--- config.mk ---
export PLATFORM = sky130hd
export DESIGN_NAME = adc_postproc
export DESIGN_NICKNAME = d
export VERILOG_FILES = /design/src/design/adc_postproc_pkg.sv /design/src/design/adc_postproc.sv /design/src/design/sample_timer.sv
export VERILOG_INCLUDE_DIRS = /design/src /design/src/design
export SDC_FILE = /design/constraint.sdc
export NUM_CORES = 1
export LEC_CHECK = 0
export BUFFER_PORTS_ARGS = -buffer_cell sky130_fd_sc_hd__buf_4
export CORE_ASPECT_RATIO = 0.6
export CORE_UTILIZATION = 50
export CTS_BUF_LIST = sky130_fd_sc_hd__clkbuf_4 sky130_fd_sc_hd__clkbuf_8 sky130_fd_sc_hd__clkbuf_16
export DETAILED_ROUTE_END_ITERATION = 16
export PLACE_DENSITY_LB_ADDON = 0.3
export SKIP_LAST_GASP = 1
export SLEW_MARGIN = 10
export SYNTH_ARGS = -nofsm -noshare
export SYNTH_HDL_FRONTEND = slang
export SYNTH_SLANG_ARGS = --single-unit
export TNS_END_PERCENT = 5
--- constraint.sdc ---
create_clock -name i_clk -period 13.7 [get_ports i_clk]
set_input_delay 2.055 -clock i_clk [delete_from_list [all_inputs] [get_ports i_clk]]
set_output_delay 2.055 -clock i_clk [all_outputs]
set_load 0.03 [all_outputs]
--- src/design/adc_postproc_regs.svh ---
// Summary of operation
// - code times gain over 0x8000
// - gain spans full 16-bit range
// - scaling off until enabled
// - clamps at core and gain
// - signed limits 0x7FFF, 0x8000
// - unsigned limits 0xFFFF, 0x0000
// - either clamp sets range flag
// - flags sticky until written one
// - ratio 2 to 4096
// - averaging and burst modes average
// - 16-bit samples, 20-bit average
// - accumulator cleared per block
// - ratio two to length plus one
// - autonomous modes bypass processing
// - timer paces sampling
// - timer sets power-on delay
// - select bit picks supply reference
// - auto gain from measured ratio
// - format bit one means signed
//
// Purpose: post-processing constants
// Assumes: one 40 MHz clock
// Notes:   periods in ns
`ifndef ADC_POSTPROC_REGS_SVH
`define ADC_POSTPROC_REGS_SVH

`define CLK_PERIOD_NS      25
`define GAIN_UNITY_SHIFT   15
`define SIGNED_MAX         16'h7FFF
`define SIGNED_MIN         16'h8000
`define UNSIGNED_MAX       16'hFFFF
`define UNSIGNED_MIN       16'h0000
`define GAIN_RESET         16'h8000
`define GAIN_CLAMP         16'hFFFF
`define AUTO_DIVIDEND      32'h8000_0000
`define DIV_STEPS          6'h20
`define AVG_WIN_MAX        4'hB
`define AVG_FRAC_BITS      4
`define SAMPLE_SHIFT_20    4
// sample periods in ns, fastest first
`define RATE_NS_0          500
`define RATE_NS_1          1000
`define RATE_NS_2          3333
`define RATE_NS_3          10000
`define RATE_NS_4          100000
`define RATE_NS_5          1000000
`define RATE_NS_6          3333333
`define RATE_NS_7          9009009
// power-on delays in ns, shortest first
`define DELAY_NS_0         500
`define DELAY_NS_1         1000
`define DELAY_NS_2         5000
`define DELAY_NS_3         10000
`define DELAY_NS_4         100000
`define DELAY_NS_5         1000000
`define DELAY_NS_6         5000000
`define DELAY_NS_7         9000000

`endif

--- src/design/adc_postproc_pkg.sv ---
// Purpose: types shared by the post-processing path
// Assumes: nothing
// Notes:   mode codes are this design's own
package adc_postproc_pkg;
    typedef enum logic [2:0] {
        MODE_SAMPLE     = 3'b000,
        MODE_AVERAGING  = 3'b001,
        MODE_BURST_AVG  = 3'b010,
        MODE_AUTO_A     = 3'b011,
        MODE_AUTO_B     = 3'b100
    } adc_mode_e;
endpackage

--- src/design/adc_postproc.sv ---
// Purpose: gain scaling, clamping, range flags, block averaging, timer hookup
// Assumes: core delivers one 16-bit code per i_sample_valid pulse
// Notes:   result 20 bits; non-averaged results sit sign/zero extended, autonomous ones always zero extended
`timescale 1ns/10ps
`default_nettype none
`include "adc_postproc_regs.svh"
module adc_postproc
    import adc_postproc_pkg::*;
#(
    parameter int CLK_NS = `CLK_PERIOD_NS
) (
    input  wire logic        i_clk,
    input  wire logic        i_reset_n,
    input  wire logic [2:0]  i_mode,
    input  wire logic        i_data_format,
    input  wire logic        i_scale_enable,
    input  wire logic [15:0] i_gain_factor,
    input  wire logic        i_gain_write,
    input  wire logic        i_ref_select,
    input  wire logic        i_ref_ratio_valid,
    input  wire logic [15:0] i_ref_ratio,
    input  wire logic [3:0]  i_averaging_window_length,
    input  wire logic [2:0]  i_timer_sample_rate,
    input  wire logic [2:0]  i_power_on_delay_select,
    input  wire logic        i_companion_enable_polarity,
    input  wire logic        i_cnv_start,
    input  wire logic        i_sample_valid,
    input  wire logic [15:0] i_sample_data,
    input  wire logic        i_high_clear,
    input  wire logic        i_low_clear,
    output logic             o_result_valid,
    output logic [19:0]      o_result_data,
    output logic             o_high_saturation_flag,
    output logic             o_low_saturation_flag,
    output logic [15:0]      o_gain_factor,
    output logic             o_gain_busy,
    output logic             o_reference_from_supply,
    output logic             o_sample_tick,
    output logic             o_companion_enable_output
);
    // mode decode
    logic avg_mode;    // block averaging active
    logic auto_mode;   // autonomous comparator active
    logic paced_mode;  // internal timer paces sampling

    assign avg_mode   = (i_mode == MODE_AVERAGING) || (i_mode == MODE_BURST_AVG);
    assign auto_mode  = (i_mode == MODE_AUTO_A) || (i_mode == MODE_AUTO_B);
    assign paced_mode = (i_mode == MODE_BURST_AVG) || auto_mode;

    logic [15:0] lim_max;  // highest code for format
    logic [15:0] lim_min;  // lowest code for format

    assign lim_max = i_data_format ? `SIGNED_MAX : `UNSIGNED_MAX;
    assign lim_min = i_data_format ? `SIGNED_MIN : `UNSIGNED_MIN;

    // gain factor register and auto-gain divider
    logic [15:0] gain_r;      // gain factor in use
    logic [15:0] gain_nxt;

    logic        div_busy_r;  // divider running
    logic [5:0]  div_cnt_r;   // steps left
    logic [31:0] div_dvd_r;   // dividend shift
    logic [16:0] div_rem_r;   // partial remainder
    logic [31:0] div_quo_r;   // quotient bits
    logic [15:0] div_dvs_r;   // measured ratio

    logic [16:0] rem_shift;   // remainder after shift-in
    logic        rem_ge;      // subtract this step
    logic        div_done;    // last step

    assign rem_shift = {div_rem_r[15:0], div_dvd_r[31]};

    assign rem_ge    = (rem_shift >= {1'b0, div_dvs_r});

    assign div_done  = div_busy_r && (div_cnt_r == 6'h01);

    // restoring divide of unity by ratio
    always_ff @(posedge i_clk or negedge i_reset_n) begin
        if (!i_reset_n) begin
            div_busy_r <= 1'b0;
            div_cnt_r  <= 6'h00;
            div_dvd_r  <= 32'h0000_0000;
            div_rem_r  <= 17'h00000;
            div_quo_r  <= 32'h0000_0000;
            div_dvs_r  <= 16'h0000;
        // load a new divide
        end else if (i_ref_ratio_valid && !div_busy_r) begin
            div_busy_r <= 1'b1;
            div_cnt_r  <= `DIV_STEPS;
            div_dvd_r  <= `AUTO_DIVIDEND;
            div_rem_r  <= 17'h00000;
            div_quo_r  <= 32'h0000_0000;
            div_dvs_r  <= i_ref_ratio;
        // one step per cycle
        end else if (div_busy_r) begin
            div_busy_r <= !div_done;
            div_cnt_r  <= div_cnt_r - 6'h01;
            div_dvd_r  <= {div_dvd_r[30:0], 1'b0};
            div_rem_r  <= rem_ge ? (rem_shift - {1'b0, div_dvs_r}) : rem_shift;
            div_quo_r  <= {div_quo_r[30:0], rem_ge};
        end
    end

    // any 16-bit gain accepted; zero ratio clamps
    logic [15:0] div_result;  // gain from final step

    assign div_result = (div_dvs_r == 16'h0000) ? `GAIN_CLAMP :
                        ((div_quo_r[30:15] != 16'h0000) ? `GAIN_CLAMP : {div_quo_r[14:0], rem_ge});
    assign gain_nxt = div_done ? div_result : (i_gain_write ? i_gain_factor : gain_r);

    // gain register
    // divide result beats host write
    always_ff @(posedge i_clk or negedge i_reset_n) begin
        if (!i_reset_n) begin
            gain_r <= `GAIN_RESET;
        end else begin
            gain_r <= gain_nxt;
        end
    end

    // stage 0: clamp detector at core output
    logic        core_hi;    // core code at top limit
    logic        core_lo;    // core code at bottom limit

    assign core_hi = i_sample_valid && !auto_mode && (i_sample_data == lim_max);
    assign core_lo = i_sample_valid && !auto_mode && (i_sample_data == lim_min);

    // gain stage arithmetic
    logic signed [16:0] samp_ext;  // sample widened by format
    logic signed [33:0] prod;      // sample times gain
    logic signed [33:0] scaled;    // product over unity

    logic signed [33:0] max_ext;   // top limit widened
    logic signed [33:0] min_ext;   // bottom limit widened
    logic               over_max;  // product at or above top
    logic               under_min; // product at or below bottom

    logic [15:0]        gain_out;  // stage output code
    logic               scale_on;  // scaling in effect

    assign samp_ext = i_data_format ? {i_sample_data[15], i_sample_data} : {1'b0, i_sample_data};
    assign prod     = 34'(samp_ext) * $signed({18'h00000, gain_r});
    assign scaled   = prod >>> `GAIN_UNITY_SHIFT;

    // widened limits
    assign max_ext  = i_data_format ? 34'(signed'(lim_max)) : 34'({18'h00000, lim_max});
    assign min_ext  = i_data_format ? 34'(signed'(lim_min)) : 34'({18'h00000, lim_min});
    // clamp compares
    assign over_max  = (scaled >= max_ext);
    assign under_min = (scaled <= min_ext);
    // scaling only when enabled; bypass in autonomous
    assign scale_on = i_scale_enable && !auto_mode;

    assign gain_out = !scale_on ? i_sample_data :
                      over_max  ? lim_max :
                      under_min ? lim_min : scaled[15:0];

    logic gain_hi;  // gain output at top limit
    logic gain_lo;  // gain output at bottom limit

    assign gain_hi = i_sample_valid && scale_on && (gain_out == lim_max);
    assign gain_lo = i_sample_valid && scale_on && (gain_out == lim_min);

    // sticky range flags
    logic hi_flag_r;  // high saturation seen
    logic lo_flag_r;  // low saturation seen

    // set from either detector; set beats clear
    always_ff @(posedge i_clk or negedge i_reset_n) begin
        if (!i_reset_n) begin
            hi_flag_r <= 1'b0;
            lo_flag_r <= 1'b0;
        end else begin
            hi_flag_r <= (core_hi || gain_hi) || (hi_flag_r && !i_high_clear);
            lo_flag_r <= (core_lo || gain_lo) || (lo_flag_r && !i_low_clear);
        end
    end

    // block averaging
    logic [3:0]         win_len;    // limited window length
    logic [12:0]        ratio;      // averaging ratio
    logic [12:0]        blk_cnt_r;  // samples in block

    logic signed [28:0] acc_r;      // block sum
    logic signed [28:0] acc_sum;    // sum with new sample
    logic signed [16:0] gain_ext;   // stage output widened
    logic               blk_last;   // this sample closes block

    logic signed [32:0] avg_wide;   // scaled average
    logic [19:0]        avg_out;    // 20-bit average
    logic [19:0]        raw_out;    // non-averaged result

    // ratio 2..4096; two to length plus one
    assign win_len  = (i_averaging_window_length > `AVG_WIN_MAX) ? `AVG_WIN_MAX : i_averaging_window_length;
    assign ratio    = 13'(13'h0002 << win_len);
    assign gain_ext = i_data_format ? {gain_out[15], gain_out} : {1'b0, gain_out};

    assign acc_sum  = acc_r + 29'(gain_ext);
    assign blk_last = (blk_cnt_r == ratio - 13'h0001);

    // sum times 16 over ratio, truncated
    assign avg_wide = (33'(acc_sum) <<< `AVG_FRAC_BITS) >>> (win_len + 4'h1);
    assign avg_out  = avg_wide[19:0];
    assign raw_out  = i_data_format ? {{4{gain_out[15]}}, gain_out} : {4'h0, gain_out};

    always_ff @(posedge i_clk or negedge i_reset_n) begin
        if (!i_reset_n) begin
            acc_r     <= 29'h00000000;
            blk_cnt_r <= 13'h0000;
        // leaving averaging drops partial block
        end else if (!avg_mode) begin
            acc_r     <= 29'h00000000;
            blk_cnt_r <= 13'h0000;
        end else if (i_sample_valid) begin
            acc_r     <= blk_last ? 29'h00000000 : acc_sum;
            blk_cnt_r <= blk_last ? 13'h0000 : blk_cnt_r + 13'h0001;
        end
    end

    // result register
    logic        res_valid_r;  // result strobe
    logic [19:0] res_data_r;   // result word

    logic        res_fire;     // result this cycle
    logic [19:0] res_nxt;
    // one 20-bit result per sample, per block when averaging; raw in autonomous
    assign res_fire = i_sample_valid && (!avg_mode || blk_last);
    assign res_nxt  = auto_mode ? {4'h0, i_sample_data} : (avg_mode ? avg_out : raw_out);

    // result output flops
    // data holds between results
    always_ff @(posedge i_clk or negedge i_reset_n) begin
        if (!i_reset_n) begin
            res_valid_r <= 1'b0;
            res_data_r  <= 20'h00000;
        end else begin
            res_valid_r <= res_fire;
            res_data_r  <= res_fire ? res_nxt : res_data_r;
        end
    end

    logic ref_sel_r;  // supply used as reference
    // select copied into a flop
    always_ff @(posedge i_clk or negedge i_reset_n) begin
        if (!i_reset_n) begin
            ref_sel_r <= 1'b0;
        end else begin
            ref_sel_r <= i_ref_select;
        end
    end

    // timer and companion enable
    logic tick;      // internal sample tick
    logic pwr_on;    // power-on window open

    logic en_out_r;  // polarity-adjusted enable
    // timer runs in paced modes; one-shot on start or tick
    sample_timer #(
        .CLK_NS (CLK_NS)
    ) u_timer (
        .i_clk                   (i_clk),
        .i_reset_n               (i_reset_n),
        .i_periodic              (paced_mode),
        .i_timer_sample_rate     (i_timer_sample_rate),
        .i_power_on_delay_select (i_power_on_delay_select),
        .i_trigger               (i_cnv_start || tick),
        .o_sample_tick           (tick),
        .o_power_on_active       (pwr_on)
    );

    // enable output flop with polarity
    // polarity one gives active low
    always_ff @(posedge i_clk or negedge i_reset_n) begin
        if (!i_reset_n) begin
            en_out_r <= 1'b0;
        end else begin
            en_out_r <= pwr_on ^ i_companion_enable_polarity;
        end
    end

    // outputs from flops
    assign o_result_valid            = res_valid_r;
    assign o_result_data             = res_data_r;
    assign o_high_saturation_flag    = hi_flag_r;
    assign o_low_saturation_flag     = lo_flag_r;
    assign o_gain_factor             = gain_r;
    assign o_gain_busy               = div_busy_r;
    assign o_reference_from_supply   = ref_sel_r;
    assign o_sample_tick             = tick;
    assign o_companion_enable_output = en_out_r;
endmodule
`default_nettype wire

--- src/design/sample_timer.sv ---
// Purpose: internal timer, sample pacing and companion enable one-shot
// Assumes: i_periodic is a level
// Notes:   ns figures divided by CLK_NS
`timescale 1ns/10ps
`default_nettype none
`include "adc_postproc_regs.svh"
module sample_timer #(
    parameter int CLK_NS = `CLK_PERIOD_NS
) (
    input  wire logic       i_clk,
    input  wire logic       i_reset_n,
    input  wire logic       i_periodic,
    input  wire logic [2:0] i_timer_sample_rate,
    input  wire logic [2:0] i_power_on_delay_select,
    input  wire logic       i_trigger,
    output logic            o_sample_tick,
    output logic            o_power_on_active
);
    // ns to cycles, never below one
    function automatic logic [23:0] to_cyc(input int ns);
        to_cyc = (ns < CLK_NS) ? 24'h000001 : 24'(ns / CLK_NS);
    endfunction

    // cycle tables, fastest or shortest first
    localparam logic [23:0] RATE_CYC [8] = '{to_cyc(`RATE_NS_0), to_cyc(`RATE_NS_1), to_cyc(`RATE_NS_2),
        to_cyc(`RATE_NS_3), to_cyc(`RATE_NS_4), to_cyc(`RATE_NS_5), to_cyc(`RATE_NS_6), to_cyc(`RATE_NS_7)};
    localparam logic [23:0] DLY_CYC [8] = '{to_cyc(`DELAY_NS_0), to_cyc(`DELAY_NS_1), to_cyc(`DELAY_NS_2),
        to_cyc(`DELAY_NS_3), to_cyc(`DELAY_NS_4), to_cyc(`DELAY_NS_5), to_cyc(`DELAY_NS_6), to_cyc(`DELAY_NS_7)};

    logic [23:0] rate_cyc;   // chosen sample period
    logic [23:0] delay_cyc;  // chosen power-on delay
    logic [23:0] rate_cnt_r; // free period counter
    logic [23:0] dly_cnt_r;  // one-shot counter
    logic        tick_r;     // registered sample tick

    assign rate_cyc  = RATE_CYC[i_timer_sample_rate];
    assign delay_cyc = DLY_CYC[i_power_on_delay_select];

    // periodic tick while paced mode runs
    always_ff @(posedge i_clk or negedge i_reset_n) begin
        if (!i_reset_n) begin
            rate_cnt_r <= 24'h000000;
            tick_r     <= 1'b0;
        end else if (!i_periodic) begin
            rate_cnt_r <= 24'h000000;
            tick_r     <= 1'b0;
        end else if (rate_cnt_r >= rate_cyc - 24'h000001) begin
            rate_cnt_r <= 24'h000000;
            tick_r     <= 1'b1;
        end else begin
            rate_cnt_r <= rate_cnt_r + 24'h000001;
            tick_r     <= 1'b0;
        end
    end

    always_ff @(posedge i_clk or negedge i_reset_n) begin
        if (!i_reset_n) begin
            dly_cnt_r <= 24'h000000;
        end else if (i_trigger) begin
            dly_cnt_r <= delay_cyc;
        end else if (dly_cnt_r != 24'h000000) begin
            dly_cnt_r <= dly_cnt_r - 24'h000001;
        end
    end

    assign o_sample_tick     = tick_r;
    assign o_power_on_active = (dly_cnt_r != 24'h000000);
endmodule
`default_nettype wire

======== Word level (Yosys, flattened, before mapping) ========
Memory sizes are Yosys's and may differ from the RTL's.
Index checks and enable logic that the tools add are counted.
W data, S select, Z words.
operators by class
  $add $sub $neg .......................... 9
  $mul .................................... 1
  magnitude comparators ................... 7
  eq/ne operators ......................... 11
  shift operators ......................... 2
  muxes and demuxes ....................... 44
  bitwise operators ....................... 3
  reduce and logical (&&, ||, !) cells .... 33
operator list
  cell                     count
  $mux W16                 12
  $mux W24                 8
  $mux W29                 3
  $mux W34                 2
  $eq A16 B16 Y1           4
  $mux W32                 2
  $mux W31                 2
  $mux W20                 3
  $sub A24 B1 Y24 const B  2
  $mux W13                 3
  $ge A19 B34 Y1           1
  $le A19 B34 Y1           1
  $mul A17 B17 Y34         1
  $mux W17                 2
  $sshr A33 B4 Y20         1
  $add A29 B17 Y29         1
  $add A24 B1 Y24 const B  1
  $ge A24 B24 Y1           1
  $reduce_bool A24 Y1      1
  $ge A17 B16 Y1           1
  $logic_not A16 Y1        1
  $reduce_bool A16 Y1      1
  $sub A16 B16 Y16         1
  $add A13 B1 Y13 const B  1
  21 further kinds         54
storage, ports and cells
  register bits ........................... 234
  memory bits (read-only) ................. 384
  input bits .............................. 73
  logic and storage cells ................. 130
  memories ................................ 2
memory list
  memory           depth  bits a word  rd ports  clocked after Yosys merged registers in  wr ports  line                source
  (no name shown)  8      24           1         0                                        0         sample_timer.sv:36  assign rate_cyc = RATE_CYC[i_timer_sample_rate];
  (no name shown)  8      24           1         0                                        0         sample_timer.sv:37  assign delay_cyc = DLY_CYC[i_power_on_delay_select];

======== Longest topological paths before layout ========
Gate-level depths: netlist of run 1.
  word-level depth ........................ 11
  gate-level depth with buffers ........... 48
  depth with buffers taken out ............ 45

======== Cells and area by module ========
A second synthesis of run 1 with hierarchy kept.
second synthesis, totals
  cell total of the unflattened synthesis .. 2985
  area total of the unflattened synthesis .. 25578.3 sq um
by module, submodules not included
  module        instances  cells each  area each (sq um)
  adc_postproc  1          2575        22022.4
  sample_timer  1          410         3555.9

======== Worst setup path before layout of run 1 ========
No wires, ideal clock.
  path kind ............................... in2reg
  from .................................... input port i_data_format
  to ...................................... register res_data_r[8], in the netlist o_result_data[8]
  arrival ................................. 12.493 ns
  required time ........................... 13.562 ns
  path slack .............................. 1.069 ns
  stages on the path ...................... 44
  buffers on the path ..................... 4
  path through ............................ ha_1 > clkbuf_1 > nand2_1 > fa_1 > fa_1 > inv_1 > fa_1 > fa_1 > fa_1 > fa_1 > ha_1 > clkbuf_1 > nand2_1 > o21ai_0 > a21o_1 > nand2_1 > a21oi_1 > o32a_4 > [... 8 more ...] > mux2i_1 > mux2i_1 > o21ai_0 > ha_1 > clkbuf_1 > xor2_1 > a22o_1 > clkbuf_1 > a221o_1 > a21oi_1 > a21oi_1 > a221oi_1 > mux2i_1 > a22oi_1 > nand2_1 > mux4_2 > nand2_1 > a31oi_1
between the ends
  cells in the longest elaborated chain, start to end .. 11
  elaborated cells between the ends (all ways) .. 17
  those cells by class .................... add/sub (1); mul (1); order compare (2); shift (1); mux (12)
ends and longest elaborated chain
  element                                       line                                      source
  from (decl)                                   adc_postproc.sv:15                        input wire logic i_data_format,
  $mux W17 or $mux W16 (tied branches)          -
  $mul A17 B17 Y34 or $mux W34 (tied branches)  adc_postproc.sv:142, adc_postproc.sv:147
  $le A19 B34 Y1                                adc_postproc.sv:150                       assign under_min = (scaled <= min_ext);
  $mux W16                                      adc_postproc.sv:156                       under_min ? lim_min : scaled[15:0];
  $mux W16                                      adc_postproc.sv:155                       over_max ? lim_max :
  $mux W16                                      adc_postproc.sv:154                       assign gain_out = !scale_on ? i_sample_data :
  $mux W17                                      adc_postproc.sv:196                       assign gain_ext = i_data_format ? {gain_out[15], gain_out} : {1'b0, gain_out};
  $add A29 B17 Y29                              adc_postproc.sv:198                       assign acc_sum = acc_r + 29'(gain_ext);
  $sshr A33 B4 Y20                              adc_postproc.sv:202                       assign avg_wide = (33'(acc_sum) <<< `AVG_FRAC_BITS) >>> (win_len + 4'h1);
  $mux W20 (*) (2 in series)                    adc_postproc.sv:228                       assign res_nxt = auto_mode ? {4'h0, i_sample_data} : (avg_mode ? avg_out : raw_out);
  to (signal assigned)                          adc_postproc.sv:238                       res_data_r <= res_fire ? res_nxt : res_data_r;
  to (decl)                                     adc_postproc.sv:222                       logic [19:0] res_data_r;
Every way passes the cells marked *; elsewhere a longest branch is shown, timed or not.
A chain may end at the register's enable or synchronous reset.

======== Worst setup path after layout of run 1 ========
  from .................................... input port i_data_format
  to ...................................... register res_data_r[10], in the netlist o_result_data[10]
Same word-level chain as after synthesis.

==> impl_metrics.ini, run 1 <==
[global_routing]
grt_pass1_vias = 21600
grt_use_total_pct = 28.3
antenna_found_initial = 0
grt_overflow = 0
grt_max_degree = 75
grt_pass1_wl_mm = 118

[route]
ant_nets = 0
routed.top_layer = met4
viasPerCell = 5.95
avgRoutedWirePerCell_um = 19.5
met2_length_mm = 29.3
drc = 0
met1_length_mm = 34.8
wl_met3_mm = 6.76
first_iter_violations = 2180
routed_wl_mm = 72.1
via_count = 22100
drt-pass1-iter-count = 6

[place]
dpl_cell_area_mm2 = 0.0270
pre_cts_ws_ps = -119
dp_hpwl_mm = 55.4
finalWeightedCongestion = 0.979
portBuffers = 115

[floorplan]
die_y_um = 177
rows = 63
start_util_pct = 51.2
die_area_mm2 = 0.0521
fp.coreArea_mm2 = 0.0500
io_pins = 116
die-width_um = 294

[setup_path]
critPathMostFrequentCell = fa_1
cp_data_required_time_ps = 14150
crit_type = in -> reg
cp_max_fo = 9
regToRegSetupSlack_ps = 1380
rr_endpoint = o_result_data[10]
cpPeakStageDelay_ps = 650
endpoint_kind = register
rr_startpoint = o_gain_factor[2]
worstSetupEndpoint = o_result_data[10]
startpoint_type = primary input
cpMaxStageDelayCell = fa_1
crit_start = i_data_format
reg2reg_depth = 39
cp.arrival_ps = 13720

[logic_synthesis]
synthMuxAreaShare_pct = 1.74
synth_edf_count = 0
ys_seq_area_share_pct = 19.8
synth_top_area_share_pct = 21.8
synth_fa_ha_area_share_pct = 30.1
synth_area_per_cell_um2 = 8.52
netlist_instances = 3005
synth_seq_cells = 203
synth_common_cells = inv_1 (374), nand2_1 (365), fa_1 (279), dfrtp_1 (202), ha_1 (169)
yosysTopAreaCell = fa_1
synth_compound_area_share_pct = 17.4
synth_top_family_by_area = adder cells
synth.distinct_cells = 101
yosys_warnings = 0
synthXorXnorAreaFrac_pct = 4.15
synthTopCellsByArea = fa_1 (22%), dfrtp_1 (20%), ha_1 (8.3%)
synthArstFlopShare_pct = 100
synth_nets = 3526
syn-cell-area_mm2 = 0.0256
synth_flop_cell = dfrtp_1
yosysMostFrequentCell = inv_1
yosys.area_share.simple_pct = 18.6

[timing]
fin_crit_ps = 13270
rsz0062_at_grt = yes
setup_ws_ps = 432
relSlewSlack_pct = 20.6
tns_ps = 0
setup_viol = 0
final_hold_viol_count = 0
fmax_ghz = 0.0754
slew_viol_final = 0
period_share_pct = 96.8
whs_ps = 463
tightest_slew_ps = 1190
fin_skew_ps = 15.1

[worst_hold_path]
hold_class = reg -> reg

[cts]
cts_hold_buf = 0
cts.sinks = 203
htreeDepth = 1
clock_latency_ps = 560
clk_pin_slew_ps = 60
numCtsBuffers = 23
clock_path_buffers = 3
cts_tree = done
clock-root-buffer = clkbuf_16

[cells_and_area]
syn2layout_area_growth_pct = 8.89
num-nets-final = 3531
layout-drive-gt1-share_pct = 8.86
antenna-diode-count = 0
final_cell_area_mm2 = 0.0279

[run_status]
status = finished, final reports clean

[run]
maxCapViolations = 0
## registers in the layout (all words and copies together) (netlist names)
register	cells
acc_r	29
blk_cnt_r	13
div_cnt_r	6
div_dvd_r	1
div_dvs_r	16
div_quo_r	31
div_rem_r	16
o_companion_enable_output	1
o_gain_busy	1
o_gain_factor	16
o_high_saturation_flag	1
o_low_saturation_flag	1
o_reference_from_supply	1
o_result_data	20
o_result_valid	1
u_timer.dly_cnt_r	24
u_timer.o_sample_tick	1
u_timer.rate_cnt_r	24
## metrics by stage
stage	std cells	utilization (%)
after floorplan	3005	-
after global placement	3665	54.0
after detailed placement	3665	54.0
final	3708	55.8
after global routing	3708	55.8
after CTS	3706	55.6
## final cells by class
class	count	area [um2]
repair buffers	154	1160
clock buffers	33	688
fillers	4561	22100
multi-input cells	2251	18500
clock inverters	8	138
inverters	377	1420
well taps	682	853
flip-flops and latches	203	5080
## cells by family after synthesis
kind of cell,after synthesis
and+or+nand+nor,986
AOI/OAI and AO/OA,655
buffers and inverters,551
adders and majority gates,448
DFF,203
xor gates and xnor gates,119
muxes,42
other,1
## worst max-delay path: cells and delay by family
kind            cells  cell delay (ps)
compound gates     16             3650
mux                 1              380
buf+inv             6              760
fa+ha+maj          10             4610
simple gates        9             2240
## worst min path at each step
stage,endpoint,depth (start not counted),slack [ps],startpoint
finish,div_cnt_r[5],1,460,div_cnt_r[5]
floorplan,div_cnt_r[5],1,440,div_cnt_r[5]
CTS,div_cnt_r[5],1,470,div_cnt_r[5]
global placement,div_cnt_r[5],1,450,div_cnt_r[5]
detailed placement,div_cnt_r[5],1,470,div_cnt_r[5]
global route,div_cnt_r[5],1,500,div_cnt_r[5]
## per-layer routing
metal	track usage (%)	vias up
met2	40.2	959
met4	4.86	0
li1	-	10100
met5	0	-
met3	6.12	100
met1	44.2	10900
## placed cells by master, fill, tap and decap left out, types with 17 or more instances in the layout
cell | synthesis | layout
and3_1 | 21 | 21
and2_1 | 139 | 139
a211oi_1 | 24 | 22
nor3_1 | 66 | 65
inv_1 | 374 | 373
nor4_1 | 28 | 27
nor2b_1 | 31 | 30
o21ai_0 | 152 | 150
a31oi_1 | 29 | 27
o21a_1 | 21 | 21
buf_4 | 0 | 153
dfrtp_1 | 202 | 201
clkbuf_16 | 0 | 23
nand2b_1 | 18 | 18
o31ai_1 | 30 | 28
a21o_1 | 31 | 31
or3_1 | 17 | 17
a22o_1 | 54 | 54
nand4_1 | 21 | 21
xnor2_1 | 68 | 68
ha_1 | 169 | 169
xor2_1 | 49 | 49
nand3_1 | 67 | 67
o211ai_1 | 25 | 25
a21oi_1 | 147 | 145
nand2_1 | 365 | 364
mux2i_1 | 31 | 30
fa_1 | 279 | 279
nor2_1 | 167 | 165
## what timing repair did
action / in CTS / in global routing
hold endpoints to repair: 0 / 0
setup endpoints to repair: 0 / 19
setup buffers: 0 / 2
resized for setup: 0 / 14
Power of run 1 is left out: the tool's default activity adds up to more than one toggle a clock period on the data nets, which glitch-free logic cannot reach.
==> inputs of run 2 (changes only) <==
- PLACE_DENSITY: unset -> 0.67
- PLACE_DENSITY_LB_ADDON: 0.3 -> unset
- SLEW_MARGIN: 10 -> unset
==> impl_metrics.ini, run 2 (synthesized netlist as in run 1, its figures left out) <==
[run_status]
status = finished, final reports clean

[setup_path]
cpMaxStageDelayCell = fa_1
cpPeakStageDelay_ps = 640
cp.arrival_ps = 13740
cp_max_fo = 9
crit_start = i_data_format
cp_data_required_time_ps = 14170
startpoint_type = primary input
critPathMostFrequentCell = fa_1
endpoint_kind = register
rr_startpoint = o_gain_factor[9]
crit_type = in -> reg

[cells_and_area]
fin_util_pct = 55.9
largest_reg_flops = 31
regArea_mm2 = 0.00508
num-nets-final = 3539
reg.largest.list = div_quo_r: 31 flops, acc_r: 29 flops
layout-drive-gt1-share_pct = 9.19
final_cell_mix = inv_1 (373), nand2_1 (365), fa_1 (278)
fill_cells = 4603
syn2layout_area_growth_pct = 9.18
regMostFlops = div_quo_r
multi_input_area_mm2 = 0.0186
final_common_cell = inv_1

[worst_hold_path]
hold_class = reg -> reg
worstHoldStart = acc_r[13]

[floorplan]
io_pins = 116
start_util_pct = 51.2
fp.coreArea_mm2 = 0.0500
rows = 63
die_area_mm2 = 0.0521
die_y_um = 177
die-width_um = 294

[route]
first_iter_violations = 2093
drc = 0
routed_wl_mm = 73.5
avgRoutedWirePerCell_um = 19.8
via_count = 22100
ant_nets = 0
drt-pass1-iter-count = 6
viasPerCell = 5.93

[cts]
cts.sinks = 203
clock-root-buffer = clkbuf_16
cts_tree = done
clk_pin_slew_ps = 70
htreeDepth = 1
clock_latency_ps = 560
numCtsBuffers = 23
clock_path_buffers = 3

[place]
pre_cts_ws_ps = -273
finalWeightedCongestion = 0.949
dp_hpwl_mm = 56.0
portBuffers = 115

[timing]
setup_ws_ps = 431
fmax_ghz = 0.0754
period_share_pct = 96.9
slew_viol_final = 0
setup_viol = 0
relSlewSlack_pct = 17.9
fin_crit_ps = 13270
rsz0062_at_grt = yes
whs_ps = 486
tightest_slew_ps = 1230
fin_skew_ps = 15.9
final_hold_viol_count = 0
tns_ps = 0

[global_routing]
grt_overflow = 0
grt_pass1_vias = 22000
grt_max_degree = 75
antenna_found_initial = 1
grt_pass1_wl_mm = 120
grt_use_total_pct = 28.9

[run]
maxCapViolations = 0
==> run 2: through the flow <==
| step | cells | area [um2] |
|---|---|---|
| 4_1_cts | 3715 | 27900 |
| 3_3_place_gp | 3673 | 27000 |
| 5_1_grt | 3718 | 28000 |
| 6_report | 3718 | 28000 |
| 2_1_floorplan | 3005 | 25600 |
| 3_5_place_dp | 3673 | 27000 |
==> run 2: repair_timing <==
action / 4_1_cts / 5_1_grt
hold buffers: 0 / 0
endpoints found under the setup margin: 0 / 17
gates resized for setup: 0 / 15
setup buffers: 0 / 2
==> run 2: path summary, 6_finish.rpt <==
| path | slack [ps] | endpoint | depth (start not counted) |
|---|---|---|---|
| min in group asynchronous | 1440 | div_dvs_r[7] | 1 |
| max in group asynchronous | 10820 | o_result_data[0] | 2 |
| max reg2reg | 1340 | o_result_data[5] | 43 |
| min | 490 | acc_r[13] | 2 |
| max | 430 | o_result_data[5] | 44 |
| min reg2reg | 490 | acc_r[13] | 2 |
==> run 2: critical path: cells and delay by family <==
family	cells	cell delay, ps
compound gates	14	3440
xor+xnor	1	270
fa+ha+maj	11	4810
buf+inv	6	630
mux	1	450
simple gates	11	2080
==> run 2: final cells by class <==
cell class	count	area share [%]
clock inverters	14	0.671
multi-input cells	2251	66.4
repair buffers	162	4.38
flip-flops and latches	203	18.2
inverters	377	5.08
diodes	1	0.00895
clock buffers	28	2.26
well taps	682	3.05
==> run 2: metal layers <==
| metal | vias up | track usage, % | routed length (um) |
|---|---|---|---|
| li1 | 10100 | - | - |
| met1 | 11000 | 45.7 | 36100 |
| met2 | 871 | 41.4 | 30200 |
| met3 | 93 | 4.66 | 5960 |
| met4 | 0 | 5.10 | 1200 |
| met5 | - | 0.281 | 0 |
Power of run 2 is left out for the same reason.
